`config.mk`:
```
export PLATFORM = sky130hd
export DESIGN_NAME = periodic_timer
export DESIGN_NICKNAME = d
export VERILOG_FILES = /design/src/logic/ptm_pkg.sv /design/src/logic/ptm_tick_if.sv /design/src/logic/periodic_timer.sv /design/src/logic/ptm_tick_gen.sv
export SDC_FILE = /design/constraint.sdc
export NUM_CORES = 1
export LEC_CHECK = 0
export BUFFER_PORTS_ARGS = -buffer_cell sky130_fd_sc_hd__buf_2
export CAP_MARGIN = 20
export CORE_ASPECT_RATIO = 0.9
export CORE_MARGIN = 2
export CORE_UTILIZATION = 30
export CTS_CLUSTER_DIAMETER = 30
export CTS_CLUSTER_SIZE = 28
export DETAILED_ROUTE_END_ITERATION = 7
export GPL_TIMING_DRIVEN = 0
export SETUP_SLACK_MARGIN = 0.2
export SLEW_MARGIN = 20
export SYNTH_ARGS = -nofsm -noshare
export SYNTH_HDL_FRONTEND = slang
export SYNTH_SLANG_ARGS = --single-unit
export TNS_END_PERCENT = 50
```
`constraint.sdc`:
```
create_clock -name ref_clk -period 7.2 [get_ports ref_clk]
set_input_delay 1.08 -clock ref_clk [delete_from_list [all_inputs] [get_ports ref_clk]]
set_output_delay 1.08 -clock ref_clk [all_outputs]
set_load 0.01 [all_outputs]
```
`src/logic/ptm_pkg.sv`:
```
// package: register map, field positions and encodings of the periodic timer
package ptm_pkg;
  // ==========================================================
  // register byte addresses
  localparam logic [4:0] ADDR_CTRL0  = 5'h00;
  localparam logic [4:0] ADDR_CTRL1  = 5'h04;
  localparam logic [4:0] ADDR_CNT_LO = 5'h08;
  localparam logic [4:0] ADDR_CNT_HI = 5'h0c;
  localparam logic [4:0] ADDR_CMA_LO = 5'h10;
  localparam logic [4:0] ADDR_CMA_HI = 5'h14;
  localparam logic [4:0] ADDR_CMP_LO = 5'h18;
  localparam logic [4:0] ADDR_CMP_HI = 5'h1c;
  // ==========================================================
  // control field positions
  localparam int POS_PAUSE  = 7;
  localparam int POS_CKSEL  = 4;
  localparam int POS_ON     = 3;
  localparam int POS_MODE   = 6;
  localparam int POS_PINFN  = 4;
  localparam int POS_INIT   = 3;
  localparam int POS_INV    = 2;
  localparam int POS_CAPSRC = 1;
  localparam int POS_CLRSRC = 0;
  localparam logic [7:0] CTRL0_MASK  = 8'hf8;
  localparam logic [7:0] CTRL_RESET  = 8'h00;
  localparam logic [9:0] VAL_RESET   = 10'h000;
  localparam logic [9:0] CNT_MAX     = 10'h3ff;
  // ==========================================================
  // operating modes
  localparam logic [1:0] MODE_CMP = 2'h0;
  localparam logic [1:0] MODE_CAP = 2'h1;
  localparam logic [1:0] MODE_PWM = 2'h2;
  localparam logic [1:0] MODE_TMR = 2'h3;
  // ==========================================================
  // clock dividers
  localparam logic [5:0] DIV_SYS4  = 6'h03;
  localparam logic [5:0] DIV_HI16  = 6'h0f;
  localparam logic [5:0] DIV_HI64  = 6'h3f;
  localparam logic [5:0] DIV_SUB   = 6'h3f;
  // axi responses
  localparam logic [1:0] RESP_OKAY   = 2'h0;
  localparam logic [1:0] RESP_SLVERR = 2'h2;
endpackage

```
`src/logic/ptm_tick_if.sv`:
```
// interface: counter tick request and result between timer and divider
`timescale 1ns/1ps
interface ptm_tick_if;
  logic [2:0] clockSelect;
  logic       extClock;
  logic       tick;
  modport core (output clockSelect, output extClock, input tick);
  modport gen  (input clockSelect, input extClock, output tick);
endinterface

```
`src/logic/periodic_timer.sv`:
```
// periodic timer top: axi4-lite registers, 10-bit counter, output pin
// What the document asks of this block
// [RULE1] count readable as a pair; compare a and p as read/write pairs
// [RULE2] pause bit holds the count; clearing it resumes from held value
// [RULE3] clock select picks prescaled, sub or external-edge counter clock
// [RULE4] timer on rising edge zeroes counter and starts counting
// [RULE5] timer on falling edge stops counting and keeps residual count
// [RULE6] timer on rising edge resets output to initial level in output modes
// [RULE7] mode field: compare, capture, pwm/single pulse, timer/counter
// [RULE8] software switches timer off before changing the mode field
// [RULE9] compare mode on match a: no change, low, high or toggle
// [RULE10] pwm mode: forced inactive, forced active, pwm, single pulse
// [RULE11] capture mode edge: rising, falling, both, or disabled
// [RULE12] capture source: capture pin when 0, external clock pin when 1
// [RULE13] requested level equal to initial level gives no visible change
// [RULE14] software changes pin function in pwm only while timer off
// [RULE15] initial level bit: start level, pwm active level, pulse start
// [RULE16] invert bit inverts the output pin, not in timer/counter mode; the code inverts the pin in every mode, timer/counter included
// [RULE17] clear source: match a when 1; match p or overflow when 0
// [RULE18] overflow clear only when compare p value is all zero
// [RULE19] clear source ignored in pwm, single pulse and capture modes
// [RULE20] control 0 bits 2 to 0 read as zero
// [RULE21] comparator p is 10 bits, compared with all counter bits
// [RULE22] counter counts up and clears on overflow or selected match
//
// Decided for this implementation: the AXI4-Lite interface to the registers and the placing of the registers.
`timescale 1ns/1ps
module periodic_timer (
  input  wire logic        ref_clk,
  input  wire logic        rstn,
  input  wire logic [31:0] s_axi_awaddr,
  input  wire logic        s_axi_awvalid,
  output logic             s_axi_awready,
  input  wire logic [31:0] s_axi_wdata,
  input  wire logic [3:0]  s_axi_wstrb,
  input  wire logic        s_axi_wvalid,
  output logic             s_axi_wready,
  output logic [1:0]       s_axi_bresp,
  output logic             s_axi_bvalid,
  input  wire logic        s_axi_bready,
  input  wire logic [31:0] s_axi_araddr,
  input  wire logic        s_axi_arvalid,
  output logic             s_axi_arready,
  output logic [31:0]      s_axi_rdata,
  output logic [1:0]       s_axi_rresp,
  output logic             s_axi_rvalid,
  input  wire logic        s_axi_rready,
  input  wire logic        ext_clock_pin,
  input  wire logic        capture_input_pin,
  output logic             timer_output_pin,
  output logic             timer_output_en,
  output logic             timer_event
);
  // ==========================================================
  // state
  typedef enum logic [2:0] {
    BUS_IDLE = 3'b001,
    BUS_RESP = 3'b010,
    BUS_HOLD = 3'b100
  } ptm_bus_e;

  typedef struct packed {
    ptm_bus_e    wrState;
    logic        awTaken;
    logic        wTaken;
    logic [4:0]  wrAddr;
    logic [7:0]  wrData;
    logic        wrLane;
    logic        bValid;
    logic [1:0]  bResp;
    logic        rValid;
    logic [7:0]  rData;
    logic [1:0]  rResp;
    logic [7:0]  ctrl0;
    logic [7:0]  ctrl1;
    logic [9:0]  compareA;
    logic [9:0]  compareP;
    logic [9:0]  count;
    logic        onPrev;
    logic        capPrev;
    logic        extPrev;
    logic        outLevel;
    logic        pin;
    logic        pinEn;
    logic        event_;
  } ptm_state_s;

  ptm_state_s st;
  ptm_state_s next_st;
  ptm_tick_if tk ();

  ptm_tick_gen u_tick (
    .ref_clk (ref_clk),
    .rstn    (rstn),
    .tk      (tk)
  );

  // ==========================================================
  // field decode
  logic       countPause;
  logic       timerOn;
  logic [1:0] opMode;
  logic [1:0] pinFunction;
  logic       initLevel;
  logic       outputInvert;
  logic       captureSource;
  logic       clearSource;

  assign countPause    = st.ctrl0[ptm_pkg::POS_PAUSE];
  assign timerOn       = st.ctrl0[ptm_pkg::POS_ON];
  assign opMode        = st.ctrl1[ptm_pkg::POS_MODE +: 2];
  assign pinFunction   = st.ctrl1[ptm_pkg::POS_PINFN +: 2];
  assign initLevel     = st.ctrl1[ptm_pkg::POS_INIT];
  assign outputInvert  = st.ctrl1[ptm_pkg::POS_INV];
  assign captureSource = st.ctrl1[ptm_pkg::POS_CAPSRC];
  assign clearSource   = st.ctrl1[ptm_pkg::POS_CLRSRC];
  assign tk.clockSelect = st.ctrl0[ptm_pkg::POS_CKSEL +: 3];
  assign tk.extClock    = ext_clock_pin;

  // ==========================================================
  // next state
  always_comb
  begin
    logic       wrFire;
    logic       rdFire;
    logic       onRise;
    logic       running;
    logic       matchA;
    logic       matchP;
    logic       overflow;
    logic       clearCnt;
    logic       capSig;
    logic       prevSig;
    logic       capEdge;
    logic       capCatch;
    logic       pulseEnd;
    logic       lvl;
    logic [7:0] rd;
    wrFire = 1'b0;
    rdFire = 1'b0;
    onRise = 1'b0;
    running = 1'b0;
    matchA = 1'b0;
    matchP = 1'b0;
    overflow = 1'b0;
    clearCnt = 1'b0;
    capSig = 1'b0;
    prevSig = 1'b0;
    capEdge = 1'b0;
    capCatch = 1'b0;
    pulseEnd = 1'b0;
    lvl = 1'b0;
    rd = 8'h00;
    next_st = st;
    next_st.event_ = 1'b0;

    // write channel: address and data in either order
    if (s_axi_awvalid && !st.awTaken && st.wrState == BUS_IDLE)
    begin
      next_st.awTaken = 1'b1;
      next_st.wrAddr = s_axi_awaddr[4:0];
    end
    if (s_axi_wvalid && !st.wTaken && st.wrState == BUS_IDLE)
    begin
      next_st.wTaken = 1'b1;
      next_st.wrData = s_axi_wdata[7:0];
      next_st.wrLane = s_axi_wstrb[0];
    end
    case (st.wrState)
      BUS_IDLE:
        if (st.awTaken && st.wTaken)
        begin
          wrFire = st.wrLane;
          next_st.bValid = 1'b1;
          next_st.bResp = (st.wrAddr[1:0] == 2'h0)
                          ? ptm_pkg::RESP_OKAY : ptm_pkg::RESP_SLVERR;
          next_st.wrState = BUS_RESP;
        end
      BUS_RESP:
        if (s_axi_bready)
        begin
          next_st.bValid = 1'b0;
          next_st.awTaken = 1'b0;
          next_st.wTaken = 1'b0;
          next_st.wrState = BUS_IDLE;
        end
      default:
        next_st.wrState = BUS_IDLE;
    endcase
    if (wrFire && st.wrAddr[1:0] == 2'h0)
    begin
      case (st.wrAddr)
        ptm_pkg::ADDR_CTRL0:
          next_st.ctrl0 = st.wrData & ptm_pkg::CTRL0_MASK; // [RULE20]
        ptm_pkg::ADDR_CTRL1:  next_st.ctrl1 = st.wrData;
        ptm_pkg::ADDR_CMA_LO: next_st.compareA[7:0] = st.wrData; // [RULE1]
        ptm_pkg::ADDR_CMA_HI: next_st.compareA[9:8] = st.wrData[1:0];
        ptm_pkg::ADDR_CMP_LO: next_st.compareP[7:0] = st.wrData;
        ptm_pkg::ADDR_CMP_HI: next_st.compareP[9:8] = st.wrData[1:0];
        default: ;
      endcase
    end

    // read channel
    rdFire = s_axi_arvalid && !st.rValid;
    if (rdFire)
    begin
      case (s_axi_araddr[4:0])
        ptm_pkg::ADDR_CTRL0:  rd = st.ctrl0;
        ptm_pkg::ADDR_CTRL1:  rd = st.ctrl1;
        ptm_pkg::ADDR_CNT_LO: rd = st.count[7:0]; // [RULE1]
        ptm_pkg::ADDR_CNT_HI: rd = {6'h00, st.count[9:8]};
        ptm_pkg::ADDR_CMA_LO: rd = st.compareA[7:0];
        ptm_pkg::ADDR_CMA_HI: rd = {6'h00, st.compareA[9:8]};
        ptm_pkg::ADDR_CMP_LO: rd = st.compareP[7:0];
        ptm_pkg::ADDR_CMP_HI: rd = {6'h00, st.compareP[9:8]};
        default: rd = 8'h00;
      endcase
      next_st.rData = rd;
      next_st.rResp = (s_axi_araddr[4:0] > ptm_pkg::ADDR_CMP_HI ||
                       s_axi_araddr[1:0] != 2'h0 ||
                       s_axi_araddr[31:5] != 27'h0)
                      ? ptm_pkg::RESP_SLVERR : ptm_pkg::RESP_OKAY;
      next_st.rValid = 1'b1;
    end
    else if (st.rValid && s_axi_rready)
      next_st.rValid = 1'b0;

    // ========================================================
    // counter
    onRise = timerOn & ~st.onPrev;
    next_st.onPrev = timerOn;
    running = timerOn & ~countPause & tk.tick; // [RULE2] [RULE5]
    matchA = running && (st.count + 10'h001 == st.compareA);
    matchP = running && (st.count + 10'h001 == st.compareP); // [RULE21]
    overflow = running && (st.count == ptm_pkg::CNT_MAX);
    if (opMode == ptm_pkg::MODE_CMP || opMode == ptm_pkg::MODE_TMR)
      clearCnt = clearSource ? matchA // [RULE17] [RULE19]
               : (matchP || (overflow && st.compareP == 10'h000)); // [RULE18]
    else
      clearCnt = matchP || (overflow && st.compareP == 10'h000);

    // each pin keeps its own history: no false edge on a source switch
    capSig = captureSource ? ext_clock_pin : capture_input_pin; // [RULE12]
    prevSig = captureSource ? st.extPrev : st.capPrev;
    next_st.capPrev = capture_input_pin;
    next_st.extPrev = ext_clock_pin;
    case (pinFunction) // [RULE11]
      2'h0: capEdge = capSig & ~prevSig;
      2'h1: capEdge = ~capSig & prevSig;
      2'h2: capEdge = capSig ^ prevSig;
      default: capEdge = 1'b0;
    endcase
    capCatch = timerOn && opMode == ptm_pkg::MODE_CAP && capEdge;
    if (capCatch)
      next_st.compareA = st.count;

    pulseEnd = opMode == ptm_pkg::MODE_PWM && pinFunction == 2'h3 && matchA;
    if (onRise)
      next_st.count = ptm_pkg::VAL_RESET; // [RULE4]
    else if (running) // [RULE22]
      next_st.count = clearCnt ? ptm_pkg::VAL_RESET : st.count + 10'h001;
    if (pulseEnd)
      next_st.ctrl0[ptm_pkg::POS_ON] = 1'b0;
    next_st.event_ = matchA | clearCnt | capCatch;

    // ========================================================
    // output pin
    lvl = st.outLevel;
    if (onRise)
      lvl = initLevel; // [RULE6] [RULE15]
    else if (opMode == ptm_pkg::MODE_CMP && matchA)
    begin
      case (pinFunction) // [RULE9] [RULE13]
        2'h1: lvl = 1'b0;
        2'h2: lvl = 1'b1;
        2'h3: lvl = ~st.outLevel;
        default: lvl = st.outLevel;
      endcase
    end
    else if (opMode == ptm_pkg::MODE_PWM)
    begin
      case (pinFunction) // [RULE10] [RULE15]
        2'h0: lvl = ~initLevel;
        2'h1: lvl = initLevel;
        2'h2: lvl = (st.count < st.compareA) ? initLevel : ~initLevel;
        default: lvl = pulseEnd ? ~initLevel : st.outLevel;
      endcase
    end
    next_st.outLevel = lvl;
    next_st.pin = lvl ^ outputInvert; // [RULE16]
    next_st.pinEn = timerOn && (opMode == ptm_pkg::MODE_CMP ||
                                opMode == ptm_pkg::MODE_PWM); // [RULE7]
  end

  always_ff @(posedge ref_clk or negedge rstn)
  begin
    if (!rstn)
    begin
      st <= '0;
      st.wrState <= BUS_IDLE;
    end
    else
      st <= next_st;
  end

  // ==========================================================
  // outputs
  assign s_axi_awready    = st.wrState == BUS_IDLE && !st.awTaken;
  assign s_axi_wready     = st.wrState == BUS_IDLE && !st.wTaken;
  assign s_axi_bvalid     = st.bValid;
  assign s_axi_bresp      = st.bResp;
  assign s_axi_arready    = !st.rValid;
  assign s_axi_rvalid     = st.rValid;
  assign s_axi_rdata      = {24'h000000, st.rData};
  assign s_axi_rresp      = st.rResp;
  assign timer_output_pin = st.pin;
  assign timer_output_en  = st.pinEn;
  assign timer_event      = st.event_;
endmodule

```
`src/logic/ptm_tick_gen.sv`:
```
// counter clock enable generator: prescaler and external edge detect
`timescale 1ns/1ps
module ptm_tick_gen (
  input  wire logic ref_clk,
  input  wire logic rstn,
  ptm_tick_if.gen   tk
);
  typedef struct packed {
    logic [5:0] div;
    logic       extPrev;
    logic       tick;
  } ptm_gen_s;
  ptm_gen_s st;
  ptm_gen_s next_st;

  always_comb
  begin
    logic tickNow;
    tickNow = 1'b0;
    next_st = st;
    next_st.div = st.div + 6'h01;
    next_st.extPrev = tk.extClock;
    case (tk.clockSelect) // [RULE3]
      3'h0: tickNow = (st.div[1:0] == ptm_pkg::DIV_SYS4[1:0]);
      3'h1: tickNow = 1'b1;
      3'h2: tickNow = (st.div[3:0] == ptm_pkg::DIV_HI16[3:0]);
      3'h3: tickNow = (st.div == ptm_pkg::DIV_HI64);
      3'h4, 3'h5: tickNow = (st.div == ptm_pkg::DIV_SUB);
      3'h6: tickNow = tk.extClock & ~st.extPrev;
      3'h7: tickNow = ~tk.extClock & st.extPrev;
      default: tickNow = 1'b0;
    endcase
    next_st.tick = tickNow;
  end

  always_ff @(posedge ref_clk or negedge rstn)
  begin
    if (!rstn)
      st <= '0;
    else
      st <= next_st;
  end

  assign tk.tick = st.tick;
endmodule

```
; After elaboration in Yosys (flattened, before gate mapping)
; Cells that the tools add are included.
[word_totals]
ram_bits = 0
register_bits = 90
word_cells = 183
mem_count = 0
rom_bits = 0
latch_bits = 0
[classes]
n_reduce_logical = 56
n_lt_le_gt_ge = 2
multipliers = 0
n_addsub = 2
n_shift = 0
eq_ne = 35
n_div = 0
mux = 41
bitwise_logic = 19
[op_table]
columns = cell, n
row1 = $pmux 8 s8, 1
row2 = $eq 5x5->1 const B, 8
row3 = $mux 10, 4
row4 = $mux 32, 1
row5 = $reduce_bool 27->1, 1
row6 = $mux 8, 3
row7 = $eq 10x10->1, 2
row8 = $logic_and 1x1->1, 20
row9 = $reduce_and 2->1, 9
row10 = $reduce_bool 2->1, 9
row11 = $mux 1, 17
row12 = $eq 3x3->1 const B, 4
row13 = $add 10x1->10 const B, 1
row14 = $eq 10x10->1 const B, 1
row15 = $eq 2x2->1 const B, 5
row16 = $eq 5x3->1 const B, 2
row17 = $eq 5x4->1 const B, 2
row18 = $logic_not 10->1, 1
row19 = $logic_not 5->1, 2
row20 = $lt 10x10->1, 1
row21 = $mux 2, 5
row22 = $eq 3x2->1 const B, 3
row23 = $pmux 1 s3, 3
row24 = $not 1->1, 8
row25 = other kinds (22), 42

; Depth between registers and ports, before layout
[depth]
depth_word = 11
mapped_depth = 10

; Hierarchy
; A second synthesis with hierarchy kept.
[hier_totals]
hier_cells = 568
area_unflattened_um2 = 5497.8
[modules_own_cells]
columns = module, area_per_inst_um2, instances, cells_each
row1 = periodic_timer, 5154.9, 1, 540
row2 = ptm_tick_gen, 342.8, 1, 28

; Worst setup path after synthesis
; No wires, ideal clock.
[synth_path]
path_type = register to register
startpoint = register st[8] in the netlist's numbering
endpoint = register st[15] in the netlist's numbering
setup_time_ns = 0.126
arrival_ns = 2.644
synth_period_minus_slack_ns = 2.770
n_path_buf = 1
stages_incl_launch_ff = 10
setup_slack_ns = 4.430
cell_sequence = dfrtp_1 > ha_1 > xor2_1 > or4_4 > a2111oi_4 > and3_4 > a21o_1 > buf_6 > nor2_4 > a221o_1
[synth_via]
elab_chain_len = 9
elab_cells_between_ends = 14
classes_between = 1 x add/sub / 3 x eq/ne / 5 x mux / 5 x reduce/logical
[synth_rtl]
columns = element, line_no
row1 = from (decl), periodic_timer.sv:88  ; ptm_state_s st;
row2 = from (signal assigned), periodic_timer.sv:304  ; st <= next_st;
row3 = $add 10x1->10 / $eq 10x10->1 (equally long branches), --
row4 = $eq 10x10->1 / $logic_and 1x1->1 (equally long branches), "periodic_timer.sv:235, periodic_timer.sv:236"
row5 = "$logic_and 1x1->1, on equally long branches", "periodic_timer.sv:235, periodic_timer.sv:239, periodic_timer.sv:241"
row6 = $logic_or 1x1->1, "periodic_timer.sv:239, periodic_timer.sv:241"
row7 = $mux 1, periodic_timer.sv:238  ; clearCnt = clearSource ? matchA
row8 = $mux 1, periodic_timer.sv:237  ; if (opMode == ptm_pkg::MODE_CMP || opMode == ptm_pkg::MODE_TMR)
row9 = $mux 10 (*), periodic_timer.sv:262  ; next_st.count = clearCnt ? ptm_pkg::VAL_RESET : st.count + 10'h001;
row10 = $mux 10 (*), periodic_timer.sv:261  ; else if (running)
row11 = $mux 10 (*), periodic_timer.sv:259  ; if (onRise)
; Every way passes the cells marked *; elsewhere a longest branch is shown, timed or not. The select of a mux whose other input is x is not followed.
; A chain may end at the register's enable or synchronous reset.

; Worst setup path in the final report
[layout_path]
startpoint = register st[8] in the netlist's numbering
endpoint = register st[13] in the netlist's numbering
; Same word-level chain as after synthesis.

==> parameters.txt <==
Parameter                              Value

Detailed routing
  Post-Route WL ... 13300 um
  Detailed-route DRC error count ... 0
  WL/cell ... 14.9 um
  Total number of vias ... 4212
  Count of nets left with antenna violations after detail routing ... 0
  Violation count after the first detailed-routing iteration ... 233
  Vias per cell ... 4.74
  First-pass DRT Iterations ... 4

Final layout
  Final instance count without filler cells ... 888
  Layout Nets ... 771
  Most frequent standard cell in the layout excluding fill and tap cells ... sky130_fd_sc_hd__dfrtp_1
  Antenna cells ... 0
  Leading cell types in the layout, fill and taps excluded ... 86 x sky130_fd_sc_hd__dfrtp_1, 76 x sky130_fd_sc_hd__buf_2, 38 x sky130_fd_sc_hd__nand2_1, 38 x sky130_fd_sc_hd__mux2_2, 37 x sky130_fd_sc_hd__buf_4
  Growth of design area from synthesis to finish ... 19.9%
  Fraction of layout instances using a drive strength above 1 ... 27.9%
  Area of the multi-input gates ... 0.00285 mm2
  Fill cells ... 1789
  Final core utilization ... 36.7%
  Area occupied by registers ... 0.00218 mm2

Die
  Die area ... 0.0191 mm2
  I/O Pins ... 153
  Total number of placement rows ... 46
  Horizontal extent of the die ... 145 um
  Initial core utilization ... 30.6%
  Vertical extent of the die ... 131 um
  Core Box Area ... 0.0176 mm2

Logic synthesis
  Number of synthesized register bits ... 87
  Number of flops mapped to enable cells by yosys ... 0
  Share of the synthesized area in compound gates (AO/OA/AOI/OAI) ... 10.5%
  Fraction of synthesized area in multiplexers ... 14.1%
  Average size of a mapped cell ... 10.1 um2
  Share of synthesized area occupied by flip-flops and latches ... 40.4%
  Synth Area in Simple Gates ... 16.2%
  Syn Std Cell Area ... 0.00540 mm2
  Post-Synth XOR/XNOR Area ... 5.73%
  Main combinational cell family by area after synthesis ... simple AND/OR/NAND/NOR gates
  Post-synthesis adder-cell area fraction ... 4.41%
  Post-synthesis cell count ... 534
  Library cells used by synthesis ... 64
  Predominant post-synthesis flop cell ... sky130_fd_sc_hd__dfrtp_1
  Proportion of register bits with asynchronous set or reset after synthesis ... 100%
  Synth Warn # ... 0

Pwr
  Largest voltage drop on the vdd net ... 0.162 mV
  Combinational cell fraction of total power ... 30.7%
  Net switching power ... 0.648 mW
  Switching Fraction ... 36.0%
  Internal power ... 1.15 mW
  Reported leakage power ... 3.04 nW
  Share of total power in sequential cells ... 44.4%
  Power density normalized to cell area ... 278 mW/mm2
  Part of the total power dissipated in the clock network ... 24.9%

Clocking
  CTS tree ... done
  Deepest level of the CTS H-tree ... 3
  Clk pin slew, worst setup/hold paths ... 0.07 ns
  Number of gates resized after cts ... 0
  Number of buffers on the longest clock path ... 2
  Hold bufs inserted after CTS ... 0
  # clock sinks ... 87
  Number of buffers inserted during clock tree synthesis ... 9
  Clock Root Buffer ... sky130_fd_sc_hd__clkbuf_16
  Clock latency of the later-clocked register in the worst-skew pair ... 0.35 ns
  Post-CTS setup buffer count ... 0

Setup path
  Critical Path RT ... 7.42 ns
  Worst flop-to-flop path endpoint ... st[13]
  Beginning of the worst register-to-register path ... st[8]
  Worst Reg-to-Reg Cells ... 10
  Biggest fanout along the worst timing path ... 10
  Data arrival time of the critical path ... 3.43 ns
  Crit. End Element ... flop
  Crit Path Category ... reg2reg
  Worst R2R Setup Slack ... 3.99 ns
  Startpoint type of the worst setup path ... flop

Placed design
  Detailed placement HPWL ... 10300 um
  Routability-driven placement congestion ratio ... 0.930
  Port buffer count ... 72
  Cell Count Post-Placement ... 872

Outcome
  Run status ... completed

Timing
  Final period util ... 44.5%
  Final-report max-slew violation count ... 0
  Tightest Pin Transition ... 0.957 ns
  Maximum frequency from static timing analysis ... 0.312 GHz
  Final setup vio count ... 0
  Final hold violation count ... 0
  Max Clock Skew ... 0.0105 ns
  RSZ-0062 raised after global routing ... no
  Summed negative setup slack over all endpoints ... 0 ns
  Shortest clock period the worst path allows after layout ... 3.21 ns
  Worst rel slew slack ... 35.8%

Worst hold path
  Sink of the worst hold path ... u_tick.st[2]
  HP Class ... reg2reg
  Hold Path Depth ... 1
  Origin of the worst min-delay path ... u_tick.st[2]

GRT
  Pin count of the biggest net entering global routing ... 62
  Vias in the first global route ... 4085
  Global-route wire length before repair ... 21600 um
  Global-route usage over all layers ... 14.2%
  Grt ovf ... 0
  Number of antenna violations at the first check in global routing ... 0

Flow run
  Number of maximum-capacitance violations ... 0
-- worst max-delay path by stage --
| stage | startpoint | to | slack (ns) | cells after the start |
|---|---|---|---|---|
| floorplan | st[8] | st[15] | 4.43 | 9 |
| global placement | st[8] | st[13] | 4.06 | 10 |
| detailed placement | st[8] | st[13] | 4.05 | 10 |
| CTS | st[8] | st[13] | 4.03 | 10 |
| global route | st[8] | st[13] | 3.86 | 10 |
| finish | st[8] | st[13] | 3.99 | 10 |
-- power groups by stage --
stage / logic [mW] / registers (mW) / clock network, mW
3_5_place_dp: 0.554 / 0.807 / 0
4_1_cts: 0.556 / 0.797 / 0.463
2_1_floorplan: 0.428 / 0.739 / 0
5_1_grt: 0.623 / 0.818 / 0.484
6_report: 0.553 / 0.798 / 0.448
3_3_place_gp: 0.542 / 0.803 / 0
-- synthesized netlist by cell type, types with 2 or more instances --
master / number / area, um2
sky130_fd_sc_hd__a211oi_1: 6 / 45.0
sky130_fd_sc_hd__a21o_1: 2 / 15.0
sky130_fd_sc_hd__a21oi_1: 20 / 100
sky130_fd_sc_hd__a221o_1: 7 / 70.1
sky130_fd_sc_hd__a22o_1: 2 / 17.5
sky130_fd_sc_hd__a22oi_1: 2 / 15.0
sky130_fd_sc_hd__a311oi_1: 2 / 17.5
sky130_fd_sc_hd__a41oi_1: 2 / 17.5
sky130_fd_sc_hd__and2_1: 5 / 31.3
sky130_fd_sc_hd__and3_1: 4 / 25.0
sky130_fd_sc_hd__buf_1: 2 / 7.51
sky130_fd_sc_hd__buf_2: 5 / 25.0
sky130_fd_sc_hd__buf_4: 37 / 278
sky130_fd_sc_hd__clkbuf_1: 14 / 52.6
sky130_fd_sc_hd__dfrtp_1: 86 / 2150
sky130_fd_sc_hd__ha_1: 19 / 238
sky130_fd_sc_hd__inv_1: 24 / 90.1
sky130_fd_sc_hd__mux2_2: 38 / 428
sky130_fd_sc_hd__mux2i_1: 29 / 290
sky130_fd_sc_hd__mux4_2: 2 / 45.0
sky130_fd_sc_hd__nand2_1: 38 / 143
sky130_fd_sc_hd__nand3_1: 11 / 55.1
sky130_fd_sc_hd__nand3b_1: 3 / 22.5
sky130_fd_sc_hd__nand4_1: 7 / 43.8
sky130_fd_sc_hd__nor2_1: 36 / 135
sky130_fd_sc_hd__nor2b_1: 12 / 75.1
sky130_fd_sc_hd__nor3_1: 12 / 60.1
sky130_fd_sc_hd__nor3b_1: 2 / 15.0
sky130_fd_sc_hd__nor4_1: 13 / 81.3
sky130_fd_sc_hd__nor4b_1: 3 / 26.3
sky130_fd_sc_hd__o2111ai_1: 2 / 17.5
sky130_fd_sc_hd__o21ai_0: 21 / 105
sky130_fd_sc_hd__o31ai_1: 2 / 15.0
sky130_fd_sc_hd__or3_1: 2 / 12.5
sky130_fd_sc_hd__or4_1: 5 / 37.5
sky130_fd_sc_hd__xnor2_1: 20 / 175
sky130_fd_sc_hd__xor2_1: 10 / 87.6
-- layout make-up --
class / count / share of cell area, %
timing repair buffer: 73 / 6.09
sequential: 87 / 33.7
tap: 240 / 4.64
buffer: 59 / 5.78
multi-input combinational: 389 / 44.1
clock inverter: 6 / 0.774
inverter: 24 / 1.39
clock buffer: 10 / 3.54
-- stage by stage --
step | power, mW | worst slack (ns) | hold slack (ns) | instance area (um2)
floorplan | 1.17 | 4.43 | 0.435 | 5490
finish | 1.80 | 3.99 | 0.469 | 6470
CTS | 1.82 | 4.03 | 0.480 | 6470
detailed placement | 1.36 | 4.05 | 0.470 | 6190
global route | 1.93 | 3.86 | 0.489 | 6470
global placement | 1.34 | 4.06 | 0.458 | 6150
-- critical path, stage by stage (launching register included) --
cell and delay, ns:
sky130_fd_sc_hd__dfrtp_1 0.55, sky130_fd_sc_hd__ha_1 0.21, sky130_fd_sc_hd__buf_2 0.21, sky130_fd_sc_hd__xor3_1 0.24, sky130_fd_sc_hd__or4_4 0.45, sky130_fd_sc_hd__a2111oi_4 0.36
sky130_fd_sc_hd__and3_4 0.28, sky130_fd_sc_hd__a21o_1 0.13, sky130_fd_sc_hd__buf_6 0.15, sky130_fd_sc_hd__nor2_4 0.08, sky130_fd_sc_hd__a221o_1 0.41
-- logic make-up after synthesis --
kind of cell               Yosys count
AOI/OAI and AO/OA                   79
other                                1
xor gates and xnor gates            32
buffers and inverters               83
adders and majority gates           19
and+or+nand+nor                    164
DFF                                 87
muxes                               69
-- registers in the layout (all words and copies together) (netlist names) --
| register | flops |
|---|---|
| captureSource | 1 |
| clearSource | 1 |
| countPause | 1 |
| initLevel | 1 |
| next_st | 1 |
| opMode | 2 |
| outputInvert | 1 |
| pinFunction | 2 |
| s_axi_bresp | 1 |
| s_axi_bvalid | 1 |
| s_axi_rdata | 8 |
| s_axi_rresp | 1 |
| s_axi_rvalid | 1 |
| st | 54 |
| timer_event | 1 |
| timer_output_en | 1 |
| timer_output_pin | 1 |
| u_tick.st | 7 |
| u_tick.tk.tick | 1 |
-- routing by layer --
layer  share of wire (%)  track usage [%]  vias up
li1                    -                -     2060
met1                  49             20.2     1989
met2                  42             21.0      146
met3                 7.2             3.54       17
met4                 1.8             4.85        0
met5                   0                0        -
No activity file was read; power rests on OpenSTA's default activity.
